File: config.mk
export PLATFORM = sky130hd
export DESIGN_NAME = hv_sync_processor
export DESIGN_NICKNAME = d
export VERILOG_FILES = /design/src/hv_sync_pkg.sv /design/src/hv_sync_processor.sv
export SDC_FILE = /design/constraint.sdc
export NUM_CORES = 1
export LEC_CHECK = 0
export ABC_AREA = 1
export ABC_CLOCK_PERIOD_IN_PS = 4280
export BUFFER_PORTS_ARGS = -buffer_cell sky130_fd_sc_hd__buf_4
export CAP_MARGIN = 20
export CORE_AREA = 2 2 202 303
export CTS_CLUSTER_DIAMETER = 200
export DETAILED_ROUTE_END_ITERATION = 7
export DIE_AREA = 0 0 204 305
export REMOVE_ABC_BUFFERS = 1
export SYNTH_ARGS = -nofsm -noshare
export SYNTH_HDL_FRONTEND = slang
export SYNTH_SLANG_ARGS = --single-unit
File: constraint.sdc
create_clock -name clk_i -period 4.28 [get_ports clk_i]
set_input_delay 0.856 -clock clk_i [delete_from_list [all_inputs] [get_ports clk_i]]
set_output_delay 0.856 -clock clk_i [all_outputs]
set_load 0.1 [all_outputs]
File: src/hv_sync_pkg.sv
// Constants, register map and carrier types of the H/V sync processor.
// Assumes a 50 MHz system clock and a classic Wishbone register bus.
`default_nettype none
package hv_sync_pkg;
	// Clock and count tick rates
	localparam int CLK_HZ = 50_000_000;
	localparam int HTICK_HZ = 2_000_000;
	localparam int VTICK_HZ = 62_500;
	localparam int HTICK_DIV = CLK_HZ / HTICK_HZ;
	localparam int VTICK_DIV = CLK_HZ / VTICK_HZ;
	// Composite extraction delay, rounded up to whole H ticks
	localparam int EXTRACT_NS = 8000;
	localparam int EXTRACT_TICKS =
		(EXTRACT_NS * (HTICK_HZ / 1000) + 999_999) / 1_000_000;
	// Presence limits: longest period for set, silence for clear
	localparam int HPRE_SET_NS = 100_000;
	localparam int HPRE_SET_TICKS =
		HPRE_SET_NS * (HTICK_HZ / 1000) / 1_000_000;
	localparam int HPRE_LOST_MS = 100;
	localparam int HPRE_LOST_TICKS = HPRE_LOST_MS * (HTICK_HZ / 1000);
	localparam int VPRE_SET_US = 25_000;
	localparam int VPRE_SET_TICKS = VPRE_SET_US * VTICK_HZ / 1_000_000;
	localparam int VPRE_LOST_MS = 100;
	localparam int VPRE_LOST_TICKS = VPRE_LOST_MS * VTICK_HZ / 1000;
	// Frequency counters
	localparam int H_PERIODS = 64;
	localparam int HCNT_W = 14;
	localparam int VCNT_W = 12;
	localparam int CNT_OVF_POS = 15;
	// Register byte offsets
	localparam logic [7:0] ADR_STATUS = 8'h00;
	localparam logic [7:0] ADR_HCOUNT = 8'h04;
	localparam logic [7:0] ADR_VCOUNT = 8'h08;
	localparam logic [7:0] ADR_CTRL = 8'h0C;
	localparam logic [7:0] ADR_FLAGS = 8'h10;
	localparam logic [7:0] ADR_ENABLE = 8'h14;
	// Reset values
	localparam logic [4:0] CTRL_RST = 5'h00;
	localparam logic [6:0] FLAGS_RST = 7'h00;
	localparam logic [6:0] ENABLE_RST = 7'h00;
	// Vertical source selection codes
	typedef enum logic [1:0] {
		SRC_OFF = 2'b00,
		SRC_AUTO = 2'b01,
		SRC_VSYNC = 2'b10,
		SRC_EXTR = 2'b11
	} src_e;
	// Control register layout, bits 7..6, 5, 1, 0 on the bus
	typedef struct packed {
		src_e sync_source_select;
		logic horizontal_blank_out_insert_disable;
		logic horizontal_blank_out_neg;
		logic vertical_blank_out_neg;
	} ctrl_s;
	// Event flags, bits 7..2 and 0 on the bus
	typedef struct packed {
		logic hpresence_change_flag;
		logic vpresence_change_flag;
		logic hpolarity_change_flag;
		logic vpolarity_change_flag;
		logic hfreq_change_flag;
		logic vfreq_change_flag;
		logic vsync_event_flag;
	} flags_s;
endpackage
`default_nettype wire

File: src/hv_sync_processor.sv
// H/V sync processor: presence, frequency, polarity, composite sync.
// Assumes sync inputs synchronous to clk_i and a classic Wishbone master.
//
// Summary of operation
// - Sync pulses only one clock period long are discarded as noise.
// - Hsync input watched; extracted vertical sync sets composite present.
// - Extracted vertical sync lags the composite input by eight microseconds.
// - During composite vsync, blank gets pulses one eighth of hsync period.
// - Insertion disable bit suppresses the inserted horizontal blank pulses.
// - 14-bit counter times sixty-four hsync periods, then latches result.
// - Horizontal count equals 128000000 over frequency, minus one.
// - Horizontal count loads per vsync when present, else per measurement.
// - Twelve-bit counter times interval between successive vsync pulses.
// - Vertical count equals 62500 over frequency, refreshed every vsync.
// - Each frequency counter carries an overflow indicator.
// - Frequency change flags set on value change or counter overflow.
// - Hsync present sets above 10 kHz, clears below 10 Hz.
// - Vsync present sets above 40 Hz, clears below 10 Hz.
// - Horizontal presence change flag sets whenever hsync present changes.
// - Vertical presence flag on vsync presence change, or on composite presence change unless source is off.
// - Longer high pulse reports negative polarity, otherwise positive.
// - Each polarity change flag sets when its own polarity changes.
// - Blank outputs are software selected muxes of sync sources.
// - Vsync event flag sets at each detected vertical sync leading edge.
// - Vsync event flag stays set until software writes zero.
// - Two-bit select picks extracted, vsync, disabled or automatic source.
// - Any enabled set flag drives the interrupt line low.
// - Writing zero clears a flag bit, writing one leaves it.
// - Set polarity control gives negative blank output, cleared positive.
`default_nettype none
module hv_sync_processor
	import hv_sync_pkg::*;
#(
	parameter int H_LOST_TICKS = HPRE_LOST_TICKS,
	parameter int V_LOST_TICKS = VPRE_LOST_TICKS
)
(
	input wire logic clk_i,
	input wire logic rst_i,
	input wire logic hsync_i,
	input wire logic vsync_i,
	input wire logic wb_cyc_i,
	input wire logic wb_stb_i,
	input wire logic wb_we_i,
	input wire logic [7:0] wb_adr_i,
	input wire logic [3:0] wb_sel_i,
	input wire logic [31:0] wb_dat_i,
	output logic [31:0] wb_dat_o,
	output logic wb_ack_o,
	output logic horizontal_blank_out_o,
	output logic vertical_blank_out_o,
	output logic cpu_external_irq_line_n_o
);
	localparam int HL_W = $clog2(H_LOST_TICKS + 1);
	localparam int VL_W = $clog2(V_LOST_TICKS + 1);

	// Saturating 16-bit increment
	function automatic logic [15:0] sat_inc(input logic [15:0] v);
		sat_inc = (v == 16'hFFFF) ? v : v + 16'h0001;
	endfunction

	// Active level of a sync line for a given polarity
	function automatic logic act_lvl(input logic lvl, input logic pos);
		act_lvl = pos ? lvl : ~lvl;
	endfunction

	logic [7:0] div_h, div_v;
	logic htick, vtick;
	logic [1:0] in_q, filt, filt_q, src, src_q;
	logic [15:0] run [2], last_hi [2], last_lo [2];
	logic [1:0] pol, pol_q;
	logic hact, vact, vact_q, vlead, hrise, vrise;
	logic [4:0] act_run, inact_run;
	logic ext, ext_q, cv_pre, cv_pre_q;
	logic [VL_W-1:0] cv_lost;
	logic [HL_W-1:0] hper_lost;
	logic [15:0] hper, hper_last, ins_cnt;
	logic hpre, hpre_q, vpre, vpre_q;
	logic [15:0] vper;
	logic [VL_W-1:0] vper_lost;
	logic [15:0] hm_cnt;
	logic [5:0] hm_edges;
	logic [HCNT_W-1:0] h_meas, hfreq_count;
	logic h_meas_ovf, h_done, hovf;
	logic [15:0] vm_cnt;
	logic [VCNT_W-1:0] vfreq_count;
	logic vovf;
	logic [15:0] hm_total, vm_total;
	logic use_ext, vsel_pre, hload, hload_chg, vload_chg;
	ctrl_s ctrl;
	flags_s flags, flag_set, flag_clr;
	logic [6:0] en_reg;
	logic req, wr, ack_reg;

	// Count tick dividers
	always_ff @(posedge clk_i)
	begin
		if (rst_i || div_h == 8'(HTICK_DIV - 1))
			div_h <= 8'h00;
		else
			div_h <= div_h + 8'h01;
		if (rst_i || div_v == 8'(VTICK_DIV / 4 - 1))
			div_v <= 8'h00;
		else
			div_v <= div_v + 8'h01;
	end
	logic [1:0] vpre_div;
	always_ff @(posedge clk_i)
	begin
		if (rst_i)
			vpre_div <= 2'b00;
		else if (div_v == 8'(VTICK_DIV / 4 - 1))
			vpre_div <= vpre_div + 2'b01;
	end
	assign htick = (div_h == 8'(HTICK_DIV - 1));
	assign vtick = (div_v == 8'(VTICK_DIV / 4 - 1)) && (vpre_div == 2'b11);

	// Noise filter: a level must be seen on two clocks
	always_ff @(posedge clk_i)
	begin
		if (rst_i)
		begin
			in_q <= 2'b00;
			filt <= 2'b00;
			filt_q <= 2'b00;
		end
		else
		begin
			in_q <= {vsync_i, hsync_i};
			filt_q <= filt;
			for (int i = 0; i < 2; i++)
				if (in_q[i] == (i == 0 ? hsync_i : vsync_i))
					filt[i] <= in_q[i];
		end
	end
	assign hrise = filt[0] & ~filt_q[0];
	assign vrise = filt[1] & ~filt_q[1];

	// Vertical source choice
	always_comb
	begin
		unique case (ctrl.sync_source_select)
			SRC_EXTR: use_ext = 1'b1;
			SRC_AUTO: use_ext = cv_pre & ~vpre;
			SRC_VSYNC: use_ext = 1'b0;
			SRC_OFF: use_ext = 1'b0;
		endcase
	end
	assign src = {use_ext ? ext : filt[1], filt[0]};
	assign vsel_pre = use_ext ? cv_pre : vpre;

	// High and low pulse lengths, polarity from their compare
	always_ff @(posedge clk_i)
	begin
		if (rst_i)
		begin
			src_q <= 2'b00;
			pol <= 2'b11;
			pol_q <= 2'b11;
			for (int i = 0; i < 2; i++)
			begin
				run[i] <= 16'h0000;
				last_hi[i] <= 16'h0000;
				last_lo[i] <= 16'h0000;
			end
		end
		else
		begin
			src_q <= src;
			pol_q <= pol;
			for (int i = 0; i < 2; i++)
			begin
				if (src[i] != src_q[i])
				begin
					run[i] <= 16'h0000;
					if (src_q[i])
						last_hi[i] <= run[i];
					else
						last_lo[i] <= run[i];
				end
				else if (i == 0 ? htick : vtick)
					run[i] <= sat_inc(run[i]);
				pol[i] <= ~(last_hi[i] > last_lo[i]);
			end
		end
	end
	assign hact = act_lvl(filt[0], pol[0]);
	assign vact = act_lvl(src[1], pol[1]);
	assign vlead = vact & ~vact_q;

	// Composite extraction: broad active pulses, delayed
	always_ff @(posedge clk_i)
	begin
		if (rst_i)
		begin
			act_run <= 5'h00;
			inact_run <= 5'h00;
			ext <= 1'b0;
			ext_q <= 1'b0;
		end
		else
		begin
			ext_q <= ext;
			if (!hact)
				act_run <= 5'h00;
			else if (htick && act_run != 5'(EXTRACT_TICKS))
				act_run <= act_run + 5'h01;
			if (hact)
				inact_run <= 5'h00;
			else if (htick && inact_run != 5'(EXTRACT_TICKS))
				inact_run <= inact_run + 5'h01;
			if (act_run == 5'(EXTRACT_TICKS))
				ext <= 1'b1;
			else if (inact_run == 5'(EXTRACT_TICKS))
				ext <= 1'b0;
		end
	end

	// Composite present: set on extraction, cleared after silence
	always_ff @(posedge clk_i)
	begin
		if (rst_i)
		begin
			cv_pre <= 1'b0;
			cv_lost <= '0;
		end
		else if (ext & ~ext_q)
		begin
			cv_pre <= 1'b1;
			cv_lost <= '0;
		end
		else if (cv_lost == VL_W'(V_LOST_TICKS))
			cv_pre <= 1'b0;
		else if (vtick)
			cv_lost <= cv_lost + VL_W'(1);
	end

	// Horizontal presence and last period
	always_ff @(posedge clk_i)
	begin
		if (rst_i)
		begin
			hpre <= 1'b0;
			hper <= 16'h0000;
			hper_last <= 16'h0000;
			hper_lost <= '0;
		end
		else if (hrise)
		begin
			if (hper < 16'(HPRE_SET_TICKS))
				hpre <= 1'b1;
			hper_last <= hper;
			hper <= 16'h0000;
			hper_lost <= '0;
		end
		else
		begin
			if (hper_lost == HL_W'(H_LOST_TICKS))
				hpre <= 1'b0;
			else if (htick)
				hper_lost <= hper_lost + HL_W'(1);
			if (htick)
				hper <= sat_inc(hper);
		end
	end

	// Vertical presence on the vsync input
	always_ff @(posedge clk_i)
	begin
		if (rst_i)
		begin
			vpre <= 1'b0;
			vper <= 16'h0000;
			vper_lost <= '0;
		end
		else if (vrise)
		begin
			if (vper < 16'(VPRE_SET_TICKS))
				vpre <= 1'b1;
			vper <= 16'h0000;
			vper_lost <= '0;
		end
		else
		begin
			if (vper_lost == VL_W'(V_LOST_TICKS))
				vpre <= 1'b0;
			else if (vtick)
				vper_lost <= vper_lost + VL_W'(1);
			if (vtick)
				vper <= sat_inc(vper);
		end
	end

	// Sixty-four period horizontal measurement
	// A tick on the closing edge still belongs to the window it ends
	assign hm_total = htick ? sat_inc(hm_cnt) : hm_cnt;
	always_ff @(posedge clk_i)
	begin
		if (rst_i)
		begin
			hm_cnt <= 16'h0000;
			hm_edges <= 6'h00;
			h_meas <= '0;
			h_meas_ovf <= 1'b0;
			h_done <= 1'b0;
		end
		else
		begin
			h_done <= 1'b0;
			if (hrise && hm_edges == 6'(H_PERIODS - 1))
			begin
				h_meas <= HCNT_W'(hm_total - 16'h0001);
				h_meas_ovf <= (hm_total > 16'(1 << HCNT_W));
				h_done <= 1'b1;
				hm_cnt <= 16'h0000;
				hm_edges <= 6'h00;
			end
			else
			begin
				if (hrise)
					hm_edges <= hm_edges + 6'h01;
				if (htick)
					hm_cnt <= sat_inc(hm_cnt);
			end
		end
	end

	// Horizontal count latch
	assign hload = vsel_pre ? vlead : h_done;
	assign hload_chg = hload && (h_meas != hfreq_count || h_meas_ovf);
	always_ff @(posedge clk_i)
	begin
		if (rst_i)
		begin
			hfreq_count <= '0;
			hovf <= 1'b0;
		end
		else if (hload)
		begin
			hfreq_count <= h_meas;
			hovf <= h_meas_ovf;
		end
	end

	// Vertical period counter and latch
	assign vm_total = vtick ? sat_inc(vm_cnt) : vm_cnt;
	assign vload_chg = vlead && (VCNT_W'(vm_total) != vfreq_count
		|| vm_total >= 16'(1 << VCNT_W));
	always_ff @(posedge clk_i)
	begin
		if (rst_i)
		begin
			vm_cnt <= 16'h0000;
			vfreq_count <= '0;
			vovf <= 1'b0;
		end
		else if (vlead)
		begin
			vfreq_count <= VCNT_W'(vm_total);
			vovf <= (vm_total >= 16'(1 << VCNT_W));
			vm_cnt <= 16'h0000;
		end
		else if (vtick)
			vm_cnt <= sat_inc(vm_cnt);
	end

	// Inserted pulse timer, locked to hsync period
	always_ff @(posedge clk_i)
	begin
		if (rst_i || hrise)
			ins_cnt <= 16'h0000;
		else if (htick)
			ins_cnt <= (ins_cnt >= hper_last) ? 16'h0000 : ins_cnt + 16'h0001;
	end

	// Blank outputs: source mux and polarity
	always_ff @(posedge clk_i)
	begin
		if (rst_i)
		begin
			horizontal_blank_out_o <= 1'b0;
			vertical_blank_out_o <= 1'b0;
			vact_q <= 1'b0;
		end
		else
		begin
			vact_q <= vact;
			if (ctrl.sync_source_select != SRC_OFF && ext
				&& !ctrl.horizontal_blank_out_insert_disable)
				horizontal_blank_out_o <= (ins_cnt < (hper_last >> 3))
					^ ctrl.horizontal_blank_out_neg;
			else
				horizontal_blank_out_o <= hact ^ ctrl.horizontal_blank_out_neg;
			vertical_blank_out_o <= vact ^ ctrl.vertical_blank_out_neg;
		end
	end

	// Event sources for the flags
	always_comb
	begin
		flag_set.hpresence_change_flag = hpre != hpre_q;
		flag_set.vpresence_change_flag = (vpre != vpre_q)
			|| (ctrl.sync_source_select != SRC_OFF
			&& cv_pre != cv_pre_q);
		flag_set.hpolarity_change_flag = pol[0] != pol_q[0];
		flag_set.vpolarity_change_flag = pol[1] != pol_q[1];
		flag_set.hfreq_change_flag = hload_chg;
		flag_set.vfreq_change_flag = vload_chg;
		flag_set.vsync_event_flag = vlead;
		flag_clr = flags_s'(7'h00);
		if (wr && wb_adr_i == ADR_FLAGS && wb_sel_i[0])
			flag_clr = flags_s'(~{wb_dat_i[7:2], wb_dat_i[0]});
	end

	// Sticky flags, a new event wins over a clear
	always_ff @(posedge clk_i)
	begin
		if (rst_i)
		begin
			flags <= flags_s'(FLAGS_RST);
			hpre_q <= 1'b0;
			vpre_q <= 1'b0;
			cv_pre_q <= 1'b0;
		end
		else
		begin
			flags <= (flags & ~flag_clr) | flag_set;
			hpre_q <= hpre;
			vpre_q <= vpre;
			cv_pre_q <= cv_pre;
		end
	end

	// Interrupt request, low while any enabled flag is set
	always_ff @(posedge clk_i)
	begin
		if (rst_i)
			cpu_external_irq_line_n_o <= 1'b1;
		else
			cpu_external_irq_line_n_o <= ~|(flags & en_reg);
	end

	// Wishbone slave: one wait state, ack for one cycle
	assign req = wb_cyc_i & wb_stb_i & ~ack_reg;
	assign wr = req & wb_we_i;
	always_ff @(posedge clk_i)
	begin
		if (rst_i)
		begin
			ctrl <= ctrl_s'(CTRL_RST);
			en_reg <= ENABLE_RST;
		end
		else if (wr && wb_sel_i[0])
		begin
			if (wb_adr_i == ADR_CTRL)
				ctrl <= ctrl_s'({wb_dat_i[7:5], wb_dat_i[1:0]});
			if (wb_adr_i == ADR_ENABLE)
				en_reg <= {wb_dat_i[7:2], wb_dat_i[0]};
		end
	end
	always_ff @(posedge clk_i)
	begin
		if (rst_i)
		begin
			ack_reg <= 1'b0;
			wb_dat_o <= 32'h0000_0000;
		end
		else
		begin
			ack_reg <= req;
			wb_dat_o <= 32'h0000_0000;
			if (req && !wb_we_i)
				unique case (wb_adr_i)
					ADR_STATUS: wb_dat_o[7:0] <= {cv_pre, 1'b0, pol[0],
						pol[1], hpre, vsel_pre, filt[0], src[1]};
					ADR_HCOUNT: wb_dat_o[15:0] <= {hovf, 1'b0, hfreq_count};
					ADR_VCOUNT: wb_dat_o[15:0] <= {vovf, 3'h0, vfreq_count};
					ADR_CTRL: wb_dat_o[7:0] <= {ctrl[4:2], 3'h0, ctrl[1:0]};
					ADR_FLAGS: wb_dat_o[7:0] <= {flags[6:1], 1'b0, flags[0]};
					ADR_ENABLE: wb_dat_o[7:0] <= {en_reg[6:1], 1'b0, en_reg[0]};
					default: wb_dat_o <= 32'h0000_0000;
				endcase
		end
	end
	assign wb_ack_o = ack_reg;
endmodule // hv_sync_processor
`default_nettype wire

After elaboration in Yosys (flattened, before gate mapping)
Memory sizes are Yosys's and may differ from the RTL's.
Index checks and enable logic that the tools add are counted.
Widths: inputs -> output; s select.
{"block": "classes", "mux": 68, "n_reduce_logical": 48, "bitwise": 41, "order_cmp": 8, "n_eq_ne": 38, "addsub": 17}
{"operator": "$mux 16", "n": 15}
{"operator": "$add 16x1->16 const B", "n": 7}
{"operator": "$eq 16x16->1 const B", "n": 6}
{"operator": "$mux 1", "n": 49}
{"operator": "$pmux 8 s6", "n": 1}
{"operator": "$gt 16x16->1", "n": 2}
{"operator": "$add 13x1->13 const B", "n": 2}
{"operator": "$eq 13x13->1 const B", "n": 2}
{"operator": "$eq 8x5->1 const B", "n": 3}
{"operator": "$add 18x1->18 const B", "n": 1}
{"operator": "$eq 18x18->1 const B", "n": 1}
{"operator": "$reduce_and 2->1", "n": 9}
{"operator": "$reduce_or 2->1", "n": 9}
{"operator": "$not 1->1", "n": 17}
{"operator": "$add 8x1->8 const B", "n": 2}
{"operator": "$eq 8x4->1 const B", "n": 2}
{"operator": "$ge 16x13->1 const B", "n": 1}
{"operator": "$ge 16x16->1", "n": 1}
{"operator": "$gt 16x15->1 const B", "n": 1}
{"operator": "$lt 16x11->1 const B", "n": 1}
{"operator": "$lt 16x13->1", "n": 1}
{"operator": "$lt 16x8->1 const B", "n": 1}
{"operator": "$pmux 8 s2", "n": 1}
{"operator": "$and 7x7->7", "n": 2}
{"operator": "30 further kinds", "n": 83}
{"block": "totals", "out_inout_bits": 36, "register_bits": 294, "inputBits": 51, "mem_bits_rw": 96, "memories": 3, "wordCells": 279}
{"name": "last_hi", "depth": 2, "width": 16, "rd": 2, "rd_ports_with_merged_regs": 0, "wr": 2, "line": "hv_sync_processor.sv:70", "rtl": "logic [15:0] run [2], last_hi [2], last_lo [2];"}
{"name": "last_lo", "depth": 2, "width": 16, "rd": 2, "rd_ports_with_merged_regs": 0, "wr": 2, "line": "hv_sync_processor.sv:70"}
{"name": "run", "depth": 2, "width": 16, "rd": 2, "rd_ports_with_merged_regs": 0, "wr": 2, "line": "hv_sync_processor.sv:70"}

Longest topological paths before layout
Gate-level depths: netlist of the first run.
{"block": "depth", "word_depth": 10, "ltp_mapped": 17, "ltp_nobuf": 16}

Worst setup path after synthesis of the first run
No wires, ideal clock.
{"block": "synth_path", "path_kind": "input to register", "from": "input port rst_i", "to": "memory run[0][0] (enable)", "cell_stages": 6, "path_slack_ps": 1357, "required_ps": 3886, "n_path_buf": 2, "setup_time_ps": 394, "arrival_ps": 2529, "cell_sequence": "buf_2 -> clkinv_1 -> clkbuf_1 -> nand2_1 -> nor2_1 -> a21oi_1"}
{"element": "start, declared", "line": "hv_sync_processor.sv:39", "rtl": "input wire logic rst_i,"}
{"element": "end, declared", "line": "hv_sync_processor.sv:70"}

==> flow_summary.toml, run 1 <==
[timing]
period_share = 0.6325
fmax_ghz = 0.3694
finalMaxSlewViolations = 0
postLayoutSetupSlackWorst_ns = 1.573
setup-tns-final_ns = 0
relSlewSlack = 0.4812
finClkSkew_ns = 0.03598
grt_setup_unrepaired = "false"
hold_viol = 0
finalSetupViolCount = 0
period_minus_slack_ns = 2.707
worst_pin_slew_ns = 0.7774

[detailed_routing]
drt_wl_total_mm = 42.92
wl_met2_mm = 23.16
highest_layer = "met5"
ant_nets = 0
wl_per_cell_um = 12.89
via_per_inst = 4.658
drc = 0
initialDrtViolationCount = 757
vias = 15510
met1_length_mm = 17.18
drtPass1Iterations = 6
routed-wl-met3_mm = 1.417

[floorplan]
rows = 110
core_area_um2 = 59730
die_h_um = 305
initial_core_util = 0.3162
die-area_um2 = 62220
die_w_um = 204
pin_count = 87

[hold_path]
hp-start = "div_h[0]$_SDFF_PP0_"
min_path_type = "reg -> reg"
min_to = "div_h[0]$_SDFF_PP0_"
worstHoldPathCells = 1

[synthesis]
syn_area_um2 = 18890
synthArstFlopShare = 0
ys_ff_latch = 372
netlist_instances = 2468
avgSynthCellArea_um2 = 7.653
ys.flop_type = "dfxtp_1"
synth_warnings = 0
synth-seq-area-share = 0.4452
synthDistinctLibCells = 58
synth-edff-count = 96

[finish]
area_growth_pct = 12.83
nFillCells = 6302
reg_top3 = "last_hi x32, last_lo x32, run x32"
antennaDiodeCount = 0
nets = 2655
drive_above_1_share = 0.07387
stdcell_count = 3329

[worst_setup_path]
cp_slowest_stage_delay_ns = 0.38
rrSetupSlack_ns = 1.57
slowest_stage = "nor2_8"
critPathTopFamily = "simple AND/OR/NAND/NOR gates"
cp_num_buf_inv = 4
crit_path_max_fanout = 27
critPathLaunchType = "register"
cp_cell_sequence = "inv_1, ha_1, nand4_4, nor2_8, inv_4, nor3_4, inv_2, nor4_1, a21oi_1, buf_4"
end_kind = "register"
cp_data_arrival_time_ns = 2.98
critPathKind = "reg -> reg"
r2r_end = "run[0][2]$_SDFFCE_PN0P_"
reg2reg_from = "div_h[0]$_SDFF_PP0_"
reg2reg_depth = 10
worstPathRequired_ns = 4.55

[placement]
hpwl_mm = 31.98
gp_congestion = 0.8332
io_buffers = 42
place_ws_ns = 1.089
dp.cells = 3259

[global_route]
grtUsageTotal = 0.1398
overflow = 0
antenna_found_initial = 1
grt_first_pass_wirelength_mm = 72.33
grt_pass1_vias = 15250
grt_max_degree = 39

[clocking]
clk_path_buf_depth = 3
clock_latency_ns = 0.56
post_cts_buffers = 0
root_buffer = "clkbuf_16"
htree_levels = 2
cts.clk_slew.worst_paths_ns = 0.06
ctsResizeCount = 0
holdBufCountCts = 0
cts_tree = "done"
clock_sinks = 372
cts-buffers-inserted = 38

[status]
outcome = "completed"

[flow_run]
cap_violations = 0

[pwr]
p_leak_uw = 0.008137
power_per_cell_area_nw_per_um2 = 359.8
vdd_drop_max_mv = 0.2269
-- area by class of cell --
cell class | count | area (um2) | area share
Tap cell | 784 | 980.9 | 0.04603
Clock inverter | 20 | 262.8 | 0.01233
Multi-Input combinational cell | 1686 | 8853 | 0.4154
Sequential cell | 372 | 8408 | 0.3945
Inverter | 363 | 1365 | 0.06405
Clock buffer | 50 | 1036 | 0.04861
Timing Repair Buffer | 54 | 405.4 | 0.01902
-- worst max path at each step --
stage,startpoint,endpoint,depth (start not counted),slack [ns]
3_5_place_dp,wb_adr_i[1],en_reg[2]$_SDFFE_PP0P_,11,1.09
5_1_grt,div_h[0]$_SDFF_PP0_,run[0][8]$_SDFFCE_PN0P_,10,1.30
2_1_floorplan,rst_i,run[0][0]$_SDFFCE_PN0P_,4,0.96
4_1_cts,div_h[0]$_SDFF_PP0_,run[0][8]$_SDFFCE_PN0P_,10,1.49
6_report,div_h[0]$_SDFF_PP0_,run[0][2]$_SDFFCE_PN0P_,10,1.57
3_3_place_gp,wb_adr_i[1],en_reg[0]$_SDFFE_PP0P_,11,1.10
-- synthesized netlist by cell type, drive strengths merged (2+ instances only) --
master,number,area share
clkinv,7,0.0014
o21a,11,0.0044
o21ai,155,0.041
nand4,44,0.015
o22ai,23,0.0076
a22o,2,0.00093
nor2,346,0.072
nor3,79,0.023
a211oi,7,0.0028
dfxtp,276,0.29
buf,30,0.011
a31oi,11,0.0044
o31ai,3,0.0012
a221oi,7,0.0032
and3,5,0.0017
nand3,130,0.036
nor3b,18,0.0074
or2,16,0.0053
o211ai,4,0.0016
clkbuf,33,0.0066
ha,89,0.059
nor4,24,0.0083
xor2,34,0.016
nand2,447,0.091
a21oi,179,0.048
edfxtp,96,0.15
xnor2,18,0.0083
inv,356,0.071
nand3b,9,0.0036
-- cells by family after synthesis --
logic type / share of synthesized area
buffers and inverters: 0.08969
and+or+nand+nor: 0.2641
adders and majority gates: 0.05896
DFF: 0.4452
AOI/OAI and AO/OA: 0.1178
xor gates and xnor gates: 0.02411
other: 0.0001985
-- cells in the final DEF (no fill, tap or decap), types with 18 or more instances in the layout --
master	instances
a21oi_1	178
buf_4	54
clkbuf_16	38
dfxtp_1	276
edfxtp_1	96
ha_1	89
inv_1	347
nand2_1	434
nand3_1	126
nand4_1	43
nor2_1	329
nor3_1	72
nor4_1	23
o21ai_0	140
o22ai_1	23
xnor2_1	18
xor2_1	34
-- layer usage --
layer  global-route usage  up-vias
li1                     -     8199
met1               0.1502     7043
met2               0.2738      203
met3              0.01925       61
met4              0.04786        2
met5                    0        -
-- metrics by stage --
step | instance area [um2] | utilization | power (uW) | hold slack [ns]
final | 21310 | 0.3568 | 7667 | 0.4400
after global routing | 21310 | 0.3568 | 7949 | 0.4631
after CTS | 21310 | 0.3568 | 7772 | 0.4474
after detailed placement | 20010 | 0.3350 | 4264 | 0.4362
after global placement | 20010 | 0.3350 | 4258 | 0.4291
after floorplan | 18620 | - | 4127 | 0.4173
-- power by group --
| group | internal (uW) | switching [uW] |
|---|---|---|
| clock | 2030 | 1460 |
| combinational | 124 | 325 |
| sequential | 3690 | 44.7 |
| total | 5840 | 1830 |
No activity file was read; power rests on OpenSTA's default activity.
==> inputs of run 2 (changes only) <==
--- a/config.mk
+++ b/config.mk
@@ -6,7 +6,7 @@
 export NUM_CORES = 1
 export LEC_CHECK = 0
 export ABC_AREA = 1
-export ABC_CLOCK_PERIOD_IN_PS = 4280
+export ABC_CLOCK_PERIOD_IN_PS = 2710
 export BUFFER_PORTS_ARGS = -buffer_cell sky130_fd_sc_hd__buf_4
 export CAP_MARGIN = 20
 export CORE_AREA = 2 2 202 303
==> constraint.sdc (replaced) <==
create_clock -name clk_i -period 2.71 [get_ports clk_i]
set_input_delay 0.542 -clock clk_i [delete_from_list [all_inputs] [get_ports clk_i]]
set_output_delay 0.542 -clock clk_i [all_outputs]
set_load 0.1 [all_outputs]
==> run 2 against run 1 <==
  * Critical path depth is 3 higher
  * Flip-flop and latch count stayed put
  * Cell area rose by 1.7%
  * Cell count grew 0.66%
  * Via count rose by 0.38%
  * Maximum frequency increased by 13%
  * Routed wire length grew 0.83%
  * Utilization increased by 0.61 points
  * Sequential share of layout area down 0.67 points
==> flow_summary.toml, run 2 (same netlist as run 1, synthesis figures left out) <==
[status]
outcome = "completed"

[finish]
reg_top3 = "last_hi x32, last_lo x32, run x32"
area_growth_pct = 14.77
final_cell_mix = "nand2_1, inv_1, nor2_1"
utilization = 0.3629
nets = 2677
final_common_cell = "nand2_1"
antennaDiodeCount = 0
drive_above_1_share = 0.08453
nFillCells = 6280

[clocking]
root_buffer = "clkbuf_16"
clock_latency_ns = 0.56
cts.clk_slew.worst_paths_ns = 0.06
cts-buffers-inserted = 38
clock_sinks = 372
clk_path_buf_depth = 3
htree_levels = 2
holdBufCountCts = 0
cts_tree = "done"

[floorplan]
die_h_um = 305
rows = 110
core_area_um2 = 59730
die-area_um2 = 62220
die_w_um = 204
pin_count = 87
initial_core_util = 0.3162

[worst_setup_path]
cp_data_arrival_time_ns = 2.85
critPathLaunchType = "register"
crit_path_max_fanout = 4
cp-startpoint = "hm_cnt[0]$_SDFF_PP0_"
end_kind = "register"
critPathKind = "reg -> reg"
reg2reg_from = "hm_cnt[0]$_SDFF_PP0_"
worstPathRequired_ns = 3.17

[placement]
io_buffers = 42
gp_congestion = 0.8548
hpwl_mm = 32.79

[timing]
finalMaxSlewViolations = 0
period_share = 0.8824
grt_setup_unrepaired = "false"
period_minus_slack_ns = 2.391
fmax_ghz = 0.4182
relSlewSlack = 0.4607
worst_pin_slew_ns = 0.8089
hold_slack_ns = 0.2296
finalSetupViolCount = 0
hold_viol = 0
finClkSkew_ns = 0.03171

[global_route]
antenna_found_initial = 0
grt_max_degree = 34
grt_first_pass_wirelength_mm = 71.83
grt_pass1_vias = 15180
overflow = 0
grtUsageTotal = 0.1392

[detailed_routing]
ant_nets = 0
drt_wl_total_mm = 43.27
drc = 0
initialDrtViolationCount = 684
drtPass1Iterations = 5
via_per_inst = 4.645
vias = 15570
wl_per_cell_um = 12.91

[hold_path]
hp-start = "wb_dat_i[4]"
min_path_type = "in -> reg"

[flow_run]
cap_violations = 0

[pwr]
p_leak_uw = 0.008344
vdd_drop_max_mv = 0.3868
power_per_cell_area_nw_per_um2 = 585.2
==> run 2: critical path, cell delays in order, from the launching register on <==
cell and delay (ns):
dfxtp_1 0.38, ha_2 0.25, nand3_2 0.15, nor2_4 0.20
nand3_2 0.14, nand3_1 0.10, nand2_1 0.13, inv_1 0.13
ha_1 0.19, nand3_1 0.17, nor2_1 0.20, nand4_1 0.13
nand3_1 0.10, nand2_1 0.05
==> run 2: where the power goes <==
group / internal, uW / switching, uW
registers: 5820 / 69.5
clock network: 3710 / 2350
logic: 211 / 518
==> run 2: worst paths after layout <==
path | end | slack [ns] | cells past startpoint
max reg2reg | h_meas[10]$_SDFFE_PP0P_ | 0.32 | 13
max | h_meas[10]$_SDFFE_PP0P_ | 0.32 | 13
min reg2reg | div_h[0]$_SDFF_PP0_ | 0.44 | 1
min | en_reg[3]$_SDFFE_PP0P_ | 0.23 | 3
==> run 2: repair_timing <==
item	CTS	global route
setup buffers	0	0
endpoints found under the setup margin	0	1
gates resized for setup	0	1
==> run 2: routing by layer <==
metal	GRT usage	vias up	part of all wire	wire (um)
li1	-	8227	-	-
met1	0.1507	7076	0.41	17590
met2	0.2715	192	0.53	23040
met3	0.01764	72	0.030	1277
met4	0.04988	0	0.032	1366
met5	0	-	0	0
==> run 2: final cells by class <==
type / count / area, um2 / share of cell area
Inverter: 363 / 1365 / 0.06297
Sequential cell: 372 / 8408 / 0.3879
Clock inverter: 26 / 449.2 / 0.02072
Tap cell: 784 / 980.9 / 0.04525
Timing Repair Buffer: 76 / 595.6 / 0.02747
Multi-Input combinational cell: 1686 / 8856 / 0.4085
Clock buffer: 44 / 1023 / 0.04721
==> run 2: through the flow <==
step                      instance area [um2]  cells  setup slack (ns)  TNS [ns]  power, uW
after floorplan                         18620   2421           -0.2934    -4.694       6518
after global placement                  20200   3281            0.3222         0       6740
after detailed placement                20200   3281            0.2700         0       6750
after CTS                               21680   3351            0.2708         0      12860
after global routing                    21680   3351           0.03650         0      13140
final                                   21680   3351            0.3188         0      12690
